[src/inc/lamp_regs.svh]
`ifndef LAMP_REGS_SVH
`define LAMP_REGS_SVH
`define LAMP_STAGES 10
`define LAMP_STAGE_MSB 9
`define LAMP_RESET_VAL 10'h000
`define LAMP_SEL_RECIRC 1'h0
`define LAMP_SEL_LOAD 1'h1
`define LAMP_ROWS 7
`define LAMP_ROW_MSB 6
`endif

[src/inc/lamp_pkg.sv]
package lamp_pkg;
  typedef logic [9:0] stage_vec_type;
  typedef logic [6:0] row_vec_type;
  typedef enum logic [1:0] {
    ph_idle_type = 2'b00,
    ph_one_type = 2'b01,
    ph_two_type = 2'b10
  } phase_type;
endpackage

[src/inc/lamp_link_if.sv]
`timescale 1ns/1ps
interface lamp_link_if;
  logic shift_clk;
  logic serial_data;
  logic serial_out;
  modport device (input shift_clk, input serial_data, output serial_out);
  modport ctrl (output shift_clk, output serial_data, input serial_out);
endinterface

[src/rtl/lamp_register.sv]
// Function
// RL1: each clock shifts input through ten stages
// RL2: each stage drives its own output switch
// RL3: stage holding one turns switch on
// RL4: contents held while clock stands still
// RL5: single clock split into two phases
// RL6: gating recirculates when select low, loads high
// RL7: controller loads fast, then recirculates slow
// RL8: display rate at most few stages/second
// RL9: chain packages, gating only at ends
// RL10: seven rows, five columns, one space column
// RL11: one column bit per row per clock
// RL12: shift full message before trusting display
`timescale 1ns/1ps
`include "lamp_regs.svh"
module lamp_register (
  input wire logic mclk_in,
  input wire logic rst_in,
  lamp_link_if.device link,
  output logic [`LAMP_STAGE_MSB:0] lamp_on_out,
  output logic serial_out
);

  // everything the cell keeps, in one packed word
  typedef struct packed {
    logic clk_s1;
    logic clk_s2;
    logic dat_s1;
    logic dat_s2;
    lamp_pkg::phase_type phase;
    logic master;
    lamp_pkg::stage_vec_type stages;
  } state_type;
  state_type st_r;
  state_type st_nxt;

  // two-flop pipe for one pin; result is {second, first}
  // both shift clock and data go through one, so they age alike
  function automatic logic [1:0] sync_push(
    input logic pin,
    input logic first
  );
    logic [1:0] pipe;
    pipe = {first, pin};
    return pipe;
  endfunction

  // master half opens while the synced clock is high [RL5]
  function automatic logic take_master(
    input lamp_pkg::phase_type phase,
    input logic clk_synced
  );
    logic open;
    open = (phase == lamp_pkg::ph_idle_type) && clk_synced;
    return open;
  endfunction

  // slave half opens once the synced clock is low again [RL5]
  // non-overlap: master is closed before the slave moves
  function automatic logic leave_master(
    input lamp_pkg::phase_type phase,
    input logic clk_synced
  );
    logic open;
    open = (phase == lamp_pkg::ph_one_type) && !clk_synced;
    return open;
  endfunction

  // one step toward the serial output; stage 0 takes the new bit
  function automatic lamp_pkg::stage_vec_type shift_word(
    input lamp_pkg::stage_vec_type word,
    input logic bit_in
  );
    lamp_pkg::stage_vec_type moved;
    moved = {word[`LAMP_STAGE_MSB-1:0], bit_in}; // last stage is msb [RL1]
    return moved;
  endfunction

  // the stage that leaves the package, read in two places
  function automatic logic last_stage(
    input lamp_pkg::stage_vec_type word
  );
    logic tail;
    tail = word[`LAMP_STAGE_MSB];
    return tail;
  endfunction

  // power-up has no defined pattern on the real part; here it is cleared
  function automatic state_type clear_state();
    state_type s;
    s = '0;
    s.phase = lamp_pkg::ph_idle_type;
    s.stages = `LAMP_RESET_VAL;
    return s;
  endfunction

  // codes outside the three phases go straight back to idle on the next cycle
  function automatic logic legal_phase(
    input lamp_pkg::phase_type phase
  );
    logic ok;
    ok = (phase == lamp_pkg::ph_idle_type) ||
         (phase == lamp_pkg::ph_one_type) ||
         (phase == lamp_pkg::ph_two_type);
    return ok;
  endfunction

  // phase walk: idle, master open, slave move, idle again [RL5]
  function automatic lamp_pkg::phase_type phase_after(
    input lamp_pkg::phase_type phase,
    input logic clk_synced
  );
    lamp_pkg::phase_type next;
    next = lamp_pkg::ph_idle_type;
    if (legal_phase(phase)) begin
      unique case (phase)
        lamp_pkg::ph_idle_type: begin
          if (take_master(phase, clk_synced)) begin
            next = lamp_pkg::ph_one_type;
          end else begin
            next = lamp_pkg::ph_idle_type;
          end
        end
        lamp_pkg::ph_one_type: begin
          if (leave_master(phase, clk_synced)) begin
            next = lamp_pkg::ph_two_type;
          end else begin
            next = lamp_pkg::ph_one_type;
          end
        end
        lamp_pkg::ph_two_type: begin
          next = lamp_pkg::ph_idle_type;
        end
        default: begin
          next = lamp_pkg::ph_idle_type;
        end
      endcase
    end
    return next;
  endfunction

  // master latch: catches the synced data bit on the clock's high phase
  function automatic logic master_after(
    input state_type st
  );
    logic held;
    held = st.master;
    if (take_master(st.phase, st.clk_s2)) begin
      held = st.dat_s2;
    end
    return held;
  endfunction

  // slave latches: the whole word moves once per shift clock [RL1]
  // a stopped clock leaves the word untouched for as long as it likes [RL4]
  function automatic lamp_pkg::stage_vec_type stages_after(
    input state_type st
  );
    lamp_pkg::stage_vec_type word;
    word = st.stages;
    if (st.phase == lamp_pkg::ph_two_type) begin
      word = shift_word(st.stages, st.master);
    end
    return word;
  endfunction

  // next state: pin pipes, master, slave, phase, then reset on top
  // the shift lands about four cycles after the clock falls
  always_comb begin
    st_nxt = st_r;
    {st_nxt.clk_s2, st_nxt.clk_s1} = sync_push(link.shift_clk, st_r.clk_s1);
    {st_nxt.dat_s2, st_nxt.dat_s1} = sync_push(link.serial_data, st_r.dat_s1);
    st_nxt.master = master_after(st_r);
    st_nxt.stages = stages_after(st_r);
    st_nxt.phase = phase_after(st_r.phase, st_r.clk_s2);
    if (rst_in) begin
      st_nxt = clear_state();
    end
  end

  // one register for the whole cell
  always_ff @(posedge mclk_in) begin
    st_r <= st_nxt;
  end

  // each stage drives its own lamp switch; a one conducts [RL2] [RL3]
  assign lamp_on_out = st_r.stages;
  // tail of the word, for the next package or the gating [RL9]
  assign serial_out = last_stage(st_r.stages);
  assign link.serial_out = last_stage(st_r.stages);
endmodule

[src/flat_wrapper.sv]
// flat-port wrapper written by rule: the top's interface ports become plain ports
module lamp_register_flat 
  (mclk_in, rst_in, lamp_on_out, serial_out, link_shift_clk, link_serial_data, link_serial_out);
  lamp_link_if link_i ();
  input wire logic mclk_in;
  input wire logic rst_in;
  output logic [`LAMP_STAGE_MSB:0] lamp_on_out;
  output logic serial_out;
  input wire logic [$bits(link_i.shift_clk)-1:0] link_shift_clk;
  input wire logic [$bits(link_i.serial_data)-1:0] link_serial_data;
  output wire logic [$bits(link_i.serial_out)-1:0] link_serial_out;
  assign link_i.shift_clk = link_shift_clk;
  assign link_i.serial_data = link_serial_data;
  assign link_serial_out = link_i.serial_out;
  lamp_register u_core (.mclk_in(mclk_in), .rst_in(rst_in), .link(link_i), .lamp_on_out(lamp_on_out), .serial_out(serial_out));
endmodule
[config.mk]
export PLATFORM = sky130hd
export DESIGN_NAME = lamp_register_flat
export DESIGN_NICKNAME = d
export VERILOG_FILES = /design/src/inc/lamp_pkg.sv /design/src/inc/lamp_link_if.sv /design/src/rtl/lamp_register.sv /design/src/flat_wrapper.sv
export VERILOG_INCLUDE_DIRS = /design/src /design/src/inc
export SDC_FILE = /design/constraint.sdc
export NUM_CORES = 1
export LEC_CHECK = 0
export ABC_AREA = 1
export BUFFER_PORTS_ARGS = -buffer_cell sky130_fd_sc_hd__buf_2
export CAP_MARGIN = 40
export CELL_PAD_IN_SITES_DETAIL_PLACEMENT = 0
export CELL_PAD_IN_SITES_GLOBAL_PLACEMENT = 1
export CORE_MARGIN = 3
export CORE_UTILIZATION = 40
export DETAILED_ROUTE_END_ITERATION = 6
export GPL_TIMING_DRIVEN = 0
export PLACE_DENSITY = 0.9
export SLEW_MARGIN = 20
export SYNTH_ARGS = -nofsm -noshare
export SYNTH_HDL_FRONTEND = slang
export SYNTH_SLANG_ARGS = --single-unit
[constraint.sdc]
create_clock -name mclk_in -period 1.9 [get_ports mclk_in]
set_input_delay 0.285 -clock mclk_in [delete_from_list [all_inputs] [get_ports mclk_in]]
set_output_delay 0.285 -clock mclk_in [all_outputs]
set_load 0.1 [all_outputs]
Word level (Yosys, flattened, before mapping). Cells that the tools add are included.

Memory bits (read-only): 0. Bits in writable memories: 0. Bits in latches: 0. Output and inout port bits: 12. Flip-flop bits (word level): 17. Word-level logic and storage cells: 20. Memories kept: 0. Input port bits: 4.

Order comparisons: 0. Muxes and demuxes: 3. Shifts and indexed selects: 0. Multiply operators: 0. Bitwise gates (word level): 1. Add/subtract/negate cells: 0. Div/mod/pow operators: 0. Equality and inequality tests: 2. Reductions and logical operators: 7.

Operators with widths (number): $pmux 2 s2 (1); $eq 2x1->1 const B (1); $eq 2x2->1 const B (1); $logic_and 1x1->1 (2); $logic_not 2->1 (1); $logic_or 1x1->1 (2); $mux 2 (1); $reduce_or 2->1 (1); $logic_not 1->1 (1); $mux 1 (1); $not 1->1 (1).

Logic depth before layout (Yosys ltp). Gate-level depths: netlist (run 1).

Word-level depth: 5. Mapped depth: 5. Depth with buffers taken out: 5.

Least setup slack after synthesis (run 1). No wires, ideal clock.

Path type: register to output. Start: register u_core.st_r (netlist bit u_core.lamp_on_out[9]). End: output lamp_on_out[9]. Setup slack: 0.223 ns. Arrival time: 1.392 ns. Path buffers: 1. Stages on the path, launching flop included: 2. Data required time: 1.615 ns. Cell sequence: dfxtp_1 -> buf_4.

RTL lines: from (decl) (line lamp_register.sv:34) `state_type st_r;`; from (signal assigned) (line lamp_register.sv:183) `st_r <= st_nxt;`; to (decl) (line flat_wrapper.sv:7) `` output logic [`LAMP_STAGE_MSB:0] lamp_on_out; ``.

No word-level cell between the ends.

Worst setup path in the final report (run 1).
Start: register u_core.st_r (netlist bit u_core.lamp_on_out[8]). End: output lamp_on_out[8].

No word-level cell between the ends.

==> run_results.csv, run 1 <==
group,metric,value,unit
run_status,outcome,"complete, no violations",
worst_setup_path,crit_path_max_incr_delay,0.41,ns
clock_tree,cts_tree,"done",
grt,grt_pass1_wl,2080,µm
synth,synth_area_leaders,"dfxtp_1 (47%), o21ai_2 (12%), buf_4 (11%)",
routing,drt_wl_total,1070,µm
grt,grt_pass1_vias,495,
synth,avgSynthCellArea,8.82,µm²
pwr,power.density,762,nW/µm²
synth,synth_fp_nets,86,
floorplan,core,1590,µm²
grt,grt_use_total,11.2,%
floorplan,die_h,48.5,µm
min_path,worstHoldPathType,"primary input to flip-flop",
placed_design,io_buffers,15,
placed_design,dp.final_hpwl,787,µm
clock_tree,clk-insertion-delay-late,0.29,ns
synth,synth_most_common_cell,"dfxtp_1",
routing,ant_nets,0,
sta,hold_viol_final,0,
worst_setup_path,cp_data_arrival_time,1.20,ns
clock_tree,cts_made_buffers,3,
worst_setup_path,cp_cell_sequence,"buf_4 > buf_2",
synth,syn_area,723,µm²
routing,via_per_inst,4.22,
sta,setup_violations,0,
sta,maxSlewHeadroom,67.6,%
routing,routedWlPerCell,8.58,µm
cells_and_area,fillers,155,
synth,synth_top_cells_by_count,"dfxtp_1 (17), nor2_1 (16), buf_4 (11), nor2_2 (10), o21ai_2 (10)",
worst_setup_path,required,1.62,ns
routing,drt_iter0_markers,7,
worst_setup_path,path_max_fanout,3,
sta,max_clock_freq,672,MHz
synth,async_reset_ff_share,0,%
clock_tree,cts_setup_buffers,0,
pwr,p_clk_share,29.3,%
routing,vias,528,
cells_and_area,syn2layout_area_growth,18.3,%
pwr,pwr-share-seq,57.1,%
worst_setup_path,rr_startpoint,"u_core.st_r[12]",
grt,gr-total-overflow,0,
clock_tree,clockBufferDepth,2,
floorplan,dieWidth,48.5,µm
pwr,comb_power_share,13.5,%
floorplan,dieArea,2350,µm²
worst_setup_path,endpoint_kind,"output port",
pwr,ir_drop,0.458,mV
floorplan,pin_count,16,
sta,drv_slew,0,
floorplan,rows,14,
worst_setup_path,cp_slowest_cell,"buf_2",
synth,netlist.area_leader.share,47.1,%
worst_setup_path,critical_path_class,"flip-flop to output port",
worst_setup_path,r2r_slack,1.01,ns
sta,period_needed,1.49,ns
worst_setup_path,crit_start,"u_core.lamp_on_out[8]",
cells_and_area,finalNetCount,106,
clock_tree,cts_hold_buf,0,
clock_tree,cts.sinks,17,
min_path,min_from,"link_shift_clk",
floorplan,initial_utilization,45.4,%
synth,postSynthRegisterBits,17,
synth,synth.distinct_cells,13,
placed_design,dpl_worst_slack,0.732,ns
sta,skew,0.00628,ns
clock_tree,clk_pin_slew,0.10,ns
cells_and_area,layout-drive-gt1-share,54.5,%
placed_design,gp_congestion,0.676,
pwr,p_int,0.471,mW
sta,rsz0062_at_grt,"no",
synth,synth-edff-count,0,
synth,synth-seq-area-share,47.1,%
synth,yosysWarnings,0,
sta,fin_ws,0.412,ns
sta,setup_tns,0,ns
grt,antenna_found_initial,0,
pwr,leakage,0.404,nW
synth,synthFlopType,"dfxtp_1",
cells_and_area,n_antenna_cell,0,
synth,syn_inst,82,
job,maxCapViolations,0,
routing,firstDrtPassIters,4,
sta,fin_crit_sh,78.3,%
routing,drcViolationCount,0,
clock_tree,cts_root_buffer,"clkbuf_4",
grt,grt_max_degree,11,
pwr,swShare,27.9,%
synth,synth.largest_area_cell,"dfxtp_1",
worst_setup_path,start_kind,"flip-flop",
sta,tightest_slew,0.490,ns
clock_tree,cts-htree-levels,1,
clock_tree,cts_resized,0,
pwr,p_sw,0.182,mW
## metal layers
metal  share of wire, %  wire (µm)  track usage [%]  vias to the layer above
li1                   -          -                -                      280
met1                 45        481             12.7                      233
met2                 47        509             18.6                       13
met3                6.3         68             3.99                        2
met4                1.3         14             5.69                        0
met5                  0          0                0                        -
## metrics by stage
stage	std cells	power (mW)	instance area [µm²]	util, %	hold WS [ns]
after global routing	125	0.689	856	53.7	0.188
after floorplan	82	0.456	723	-	0.356
after global placement	121	0.469	828	52.0	0.390
after CTS	125	0.665	856	53.7	0.186
after detailed placement	121	0.470	828	52.0	0.399
final	125	0.653	856	53.7	0.193
## power groups by stage
| stage | sequential, mW | combinational [mW] | clock [mW] |
|---|---|---|---|
| finish | 0.373 | 0.0883 | 0.191 |
| global route | 0.374 | 0.0954 | 0.219 |
| CTS | 0.373 | 0.0893 | 0.203 |
| detailed placement | 0.381 | 0.0889 | 0 |
| global placement | 0.381 | 0.0881 | 0 |
| floorplan | 0.383 | 0.0732 | 0 |
## cell families (layout without fill, tap and decap cells)
family | after synthesis | after routing | synth area share, %
DFF | 17 | 17 | 47.1
and+or+nand+nor | 32 | 32 | 20.9
AOI/OAI and AO/OA | 11 | 11 | 12.8
buffers and inverters | 22 | 41 | 19.2
## cell type report
cell class,instances,area (µm²),area share [%]
Inverter,9,33.8,3.95
Sequential cell,17,340,39.8
Clock inverter,1,5.00,0.585
Tap cell,24,30.0,3.51
Multi-Input combinational cell,43,244,28.5
Buffer,13,105,12.3
Clock buffer,3,22.5,2.63
Timing Repair Buffer,15,75.1,8.77
## flip-flops by register name, indices dropped and copies added (netlist names)
name,cells
u_core.st_r,7
u_core.lamp_on_out,10
## cell usage in the layout (no fill, tap or decap), types with 2 or more instances in the layout
cell type / netlist / routed
clkbuf_4: 0 / 3
inv_2: 2 / 2
nor2_2: 10 / 10
inv_1: 7 / 7
dfxtp_1: 17 / 17
nor2_1: 16 / 16
nor3_1: 2 / 2
buf_2: 0 / 15
nand2_1: 2 / 2
o21ai_2: 10 / 10
buf_4: 11 / 11
buf_6: 2 / 2
## worst paths after layout
path                           endpoint  cells past startpoint
setup reg to reg  u_core.lamp_on_out[2]                      4
setup / recovery         lamp_on_out[8]                      2
hold reg to reg         u_core.st_r[13]                      2
hold / removal          u_core.st_r[16]                      3
## worst max-delay path, delay by kind of cell, from the launching register on
family	cells	cell delay, ns
buffers and inverters	2	0.53
flip-flops	1	0.39
No activity file was read; power rests on OpenSTA's default activity.
==> run 2, diff against run 1 <==
CORE_UTILIZATION = 37   (was 40)
PLACE_DENSITY = 0.85   (was 0.9)
clock period = 1.6 ns   (was 1.9 ns; I/O delays follow)
==> run 2 against run 1 <==
  * Flip-flop and latch count is the same
  * Sequential power grew 19%
  * Register-to-register slack lost 0.32 ns
  * Core utilization shrank 5.5 points
  * Final area grew 0.29%
  * Largest cell class unchanged
==> run_results.csv, run 2 (synthesis results as in run 1) <==
group,metric,value,unit
worst_setup_path,cp_slowest_cell,"buf_2",
placed_design,io_buffers,15,
worst_setup_path,cp_data_arrival_time,1.20,ns
clock_tree,cts_tree,"done",
routing,ant_nets,0,
routing,routedWlPerCell,8.28,µm
grt,met3_usage,5.34,%
pwr,power.density,893,nW/µm²
pwr,total_power,0.767,mW
sta,maxSlewHeadroom,67.8,%
placed_design,dp.final_hpwl,797,µm
clock_tree,clk-insertion-delay-late,0.28,ns
sta,max_clock_freq,695,MHz
sta,skew,0.00151,ns
sta,fin_crit_sh,90.0,%
cells_and_area,final_core_util,48.1,%
routing,vias,510,
routing,via_per_inst,4.05,
pwr,ir_drop,0.537,mV
grt,antenna_found_initial,0,
cells_and_area,final_cell_mix,"nor2_1 (16), dfxtp_1 (16), buf_2 (15)",
pwr,pwr-share-seq,57.7,%
run_status,outcome,"complete, no violations",
grt,grt_use_total,9.26,%
cells_and_area,register_area,342,µm²
floorplan,dieWidth,50.2,µm
clock_tree,clk_pin_slew,0.09,ns
sta,period_needed,1.44,ns
cells_and_area,largest_register_ffs,10,
grt,grt_pass1_wl,1700,µm
clock_tree,cts_setup_buffers,0,
cells_and_area,design_area,858,µm²
worst_setup_path,critical_path_class,"flip-flop to output port",
clock_tree,cts-htree-levels,1,
routing,drt_wl_total,1040,µm
cells_and_area,syn2layout_area_growth,18.7,%
grt,busiest_layer,"met2",
placed_design,gp_congestion,0.658,
pwr,comb_power_share,13.7,%
floorplan,initial_utilization,40.6,%
placed_design,postPlaceCellArea,831,µm²
cells_and_area,fillers,182,
pwr,p_clk_share,28.6,%
grt,gr-total-overflow,0,
floorplan,core,1780,µm²
cells_and_area,multi_input_area,244,µm²
floorplan,pin_count,16,
clock_tree,cts_root_buffer,"clkbuf_4",
sta,setup_tns,0,ns
worst_setup_path,crit_path_max_incr_delay,0.41,ns
clock_tree,cts_made_buffers,3,
clock_tree,cts.sinks,17,
grt,gr-usage-met1,10.1,%
cells_and_area,finalNetCount,106,
sta,hold_slack,0.152,ns
clock_tree,cts_hold_buf,0,
pwr,swShare,27.1,%
sta,tightest_slew,0.486,ns
job,maxCapViolations,0,
routing,firstDrtPassIters,3,
sta,hold_viol_final,0,
cells_and_area,n_antenna_cell,0,
sta,drv_slew,0,
worst_setup_path,path_max_fanout,3,
worst_setup_path,cp_cell_sequence,"buf_4 > buf_2",
pwr,p_int,0.559,mW
floorplan,die_h,50.2,µm
worst_setup_path,endpoint_kind,"output port",
clock_tree,cts_resized,0,
grt,grt_max_degree,11,
routing,drcViolationCount,0,
sta,rsz0062_at_grt,"no",
worst_setup_path,required,1.36,ns
clock_tree,clockBufferDepth,2,
worst_setup_path,cp.buffers_inverters,2,
worst_setup_path,r2r_slack,0.69,ns
floorplan,rows,15,
worst_setup_path,crit_family,"buffers and inverters",
pwr,leakage,0.405,nW
grt,grt_use_met2,14.3,%
pwr,p_sw,0.208,mW
grt,grt_pass1_vias,410,
floorplan,dieArea,2520,µm²
min_path,worstHoldPathType,"primary input to flip-flop",
cells_and_area,layout-drive-gt1-share,55.4,%
worst_setup_path,start_kind,"flip-flop",
routing,drt_iter0_markers,6,
sta,setup_violations,0,
[run 2: cell count changes in the layout (fill, tap and decap cells not counted)]
cell / before / now
dfxtp_1: 17 / 16
dfxtp_2: 0 / 1
[run 2: final timing paths]
kind         depth (start not counted)                   from               endpoint
max reg2reg                          4        u_core.st_r[12]  u_core.lamp_on_out[1]
min                                  3       link_serial_data        u_core.st_r[14]
max                                  2  u_core.lamp_on_out[5]         lamp_on_out[5]
min reg2reg                          2        u_core.st_r[14]        u_core.st_r[13]
[run 2: final cells by class]
cell class / count / share of cell area [%]
Clock buffer: 3 / 2.62
Buffer: 13 / 12.2
Clock inverter: 1 / 0.583
Multi-Input combinational cell: 43 / 28.4
Sequential cell: 17 / 39.8
Tap cell: 25 / 3.64
Timing Repair Buffer: 15 / 8.75
Inverter: 9 / 3.94
[run 2: power groups by stage]
| stage | Sequential [mW] | Clock [mW] | Combinational, mW |
|---|---|---|---|
| 2_1_floorplan | 0.455 | 0 | 0.0869 |
| 4_1_cts | 0.443 | 0.229 | 0.107 |
| 5_1_grt | 0.445 | 0.247 | 0.113 |
| 6_report | 0.443 | 0.219 | 0.105 |
| 3_3_place_gp | 0.452 | 0 | 0.105 |
| 3_5_place_dp | 0.453 | 0 | 0.106 |
[run 2: per-layer routing]
| layer | routed length, µm | share of wire (%) |
|---|---|---|
| met4 | 14 | 1.3 |
| met5 | 0 | 0 |
| met3 | 65 | 6.2 |
| met2 | 481 | 46 |
| met1 | 482 | 46 |
[run 2: tightest hold or removal path, delay by kind of cell]
kind                   cells  cell delay [ns]
buffers and inverters      2             0.13
and+or+nand+nor            1             0.03
[run 2: stage by stage]
stage               instances  setup WS [ns]
detailed placement        122          0.463
CTS                       126          0.141
floorplan                  82          0.317
global placement          122          0.474
global route              126         0.0982
finish                    126          0.161
==> run 3, diff against run 2 <==
CORE_UTILIZATION = 40   (was 37)
CTS_BUF_LIST = sky130_fd_sc_hd__clkbuf_4   (was default)
PLACE_DENSITY = 0.9   (was 0.85)
==> run 3 against run 2 <==
  * Sequential power is essentially flat
  * Via count grew 1.4%
  * Critical path type unchanged
  * Register-to-register slack is essentially flat
  * Combinational power is essentially flat
  * Setup slack gained 0.00099 ns
  * Worst hold slack lost 0.0055 ns
  * Flip-flop and latch count is the same
  * Clock skew grew 0.0021 ns
  * Non-clock buffer count is the same
==> run_results.csv, run 3 (synthesis results as in run 1) <==
group,metric,value,unit
floorplan,initial_utilization,45.4,%
cells_and_area,syn2layout_area_growth,18.9,%
routing,ant_nets,0,
worst_setup_path,critical_path_class,"flip-flop to output port",
clock_tree,cts_made_buffers,3,
placed_design,dp.final_hpwl,779,µm
floorplan,rows,14,
pwr,power.density,922,nW/µm²
sta,fin_ws,0.162,ns
floorplan,die_h,48.5,µm
clock_tree,cts-htree-levels,1,
grt,gr-total-overflow,0,
clock_tree,cts.sinks,17,
sta,setup_tns,0,ns
placed_design,dp.cells,121,
routing,drcViolationCount,0,
sta,drv_slew,0,
pwr,ir_drop,0.618,mV
placed_design,dpl_worst_slack,0.476,ns
pwr,leakage,0.406,nW
worst_setup_path,cp_data_arrival_time,1.20,ns
routing,firstDrtPassIters,4,
worst_setup_path,endpoint_kind,"output port",
routing,drt_wl_total,1100,µm
cells_and_area,largest_register_ffs,10,
cells_and_area,n_antenna_cell,0,
worst_setup_path,required,1.36,ns
floorplan,dieArea,2350,µm²
clock_tree,cts_setup_buffers,0,
worst_setup_path,start_kind,"flip-flop",
sta,max_clock_freq,695,MHz
cells_and_area,layout-drive-gt1-share,55.4,%
grt,antenna_found_initial,0,
cells_and_area,final_cell_count_no_fill,125,
sta,skew,0.00359,ns
sta,setup_violations,0,
grt,grt_use_total,10.9,%
clock_tree,clk_pin_slew,0.10,ns
sta,rsz0062_at_grt,"no",
routing,vias,517,
floorplan,dieWidth,48.5,µm
clock_tree,clockBufferDepth,2,
job,maxCapViolations,0,
grt,grt_pass1_vias,487,
cells_and_area,final_cell_mix,"nor2_1 (16), dfxtp_1 (16), buf_2 (15)",
clock_tree,cts_root_buffer,"clkbuf_4",
sta,period_needed,1.44,ns
placed_design,io_buffers,15,
routing,drt_iter0_markers,6,
sta,maxSlewHeadroom,67.6,%
grt,grt_pass1_wl,2050,µm
clock_tree,cts_hold_buf,0,
worst_setup_path,path_max_fanout,3,
clock_tree,cts_tree,"done",
floorplan,core,1590,µm²
floorplan,pin_count,16,
clock_tree,clk-insertion-delay-late,0.28,ns
routing,via_per_inst,4.14,
grt,grt_max_degree,11,
sta,tightest_slew,0.490,ns
placed_design,gp_congestion,0.675,
routing,routedWlPerCell,8.76,µm
clock_tree,cts_resized,0,
run_status,outcome,"complete, no violations",
sta,fin_crit_sh,89.9,%
sta,hold_viol_final,0,
pwr,total_power,0.792,mW
cells_and_area,finalNetCount,106,
min_path,worstHoldPathType,"primary input to flip-flop",
[run 3: cell count changes in the layout (fill, tap and decap cells not counted)]
cell,previous run,this run
clkbuf_4,3,4
clkinv_2,1,0
[run 3: report_power, final]
group	leakage (nW)	total [mW]	internal, mW	switching (mW)
registers	0.139	0.443	0.435	0.00787
clock network	0.0184	0.244	0.114	0.131
logic	0.248	0.105	0.0311	0.0740
[run 3: layer usage]
metal	track usage [%]	vias up	share of wire, %
li1	-	278	-
met1	14.0	224	47
met2	16.5	13	45
met3	3.07	2	5.9
met4	5.69	0	1.3
met5	0	-	0
[run 3: metrics by stage]
stage               hold WS, ns  util, %  area, µm²
floorplan                 0.311        -        724
global placement          0.389     52.0        830
detailed placement        0.398     52.0        830
CTS                       0.142     53.9        860
global route              0.151     53.9        860
finish                    0.146     53.9        860
[run 3: final timing paths]
path / startpoint / endpoint / slack [ns] / cells past startpoint
setup / recovery: u_core.lamp_on_out[0] / lamp_on_out[0] / 0.16 / 2
hold / removal: link_serial_data / u_core.st_r[14] / 0.15 / 3
setup reg to reg: u_core.st_r[12] / u_core.lamp_on_out[1] / 0.70 / 4
hold reg to reg: u_core.st_r[16] / u_core.st_r[15] / 0.41 / 2
[run 3: cell type report]
type | instances | area, µm²
inverters | 9 | 33.8
repair buffers | 15 | 75.1
multi-input cells | 43 | 244
clock buffers | 4 | 30.0
fillers | 157 | 734
well taps | 24 | 30.0
flip-flops and latches | 17 | 342
plain buffers | 13 | 105
[run 3: critical path, stage by stage, from the launching register on]
cell and delay [ns]:
dfxtp_1 0.39, buf_4 0.12, buf_2 0.41
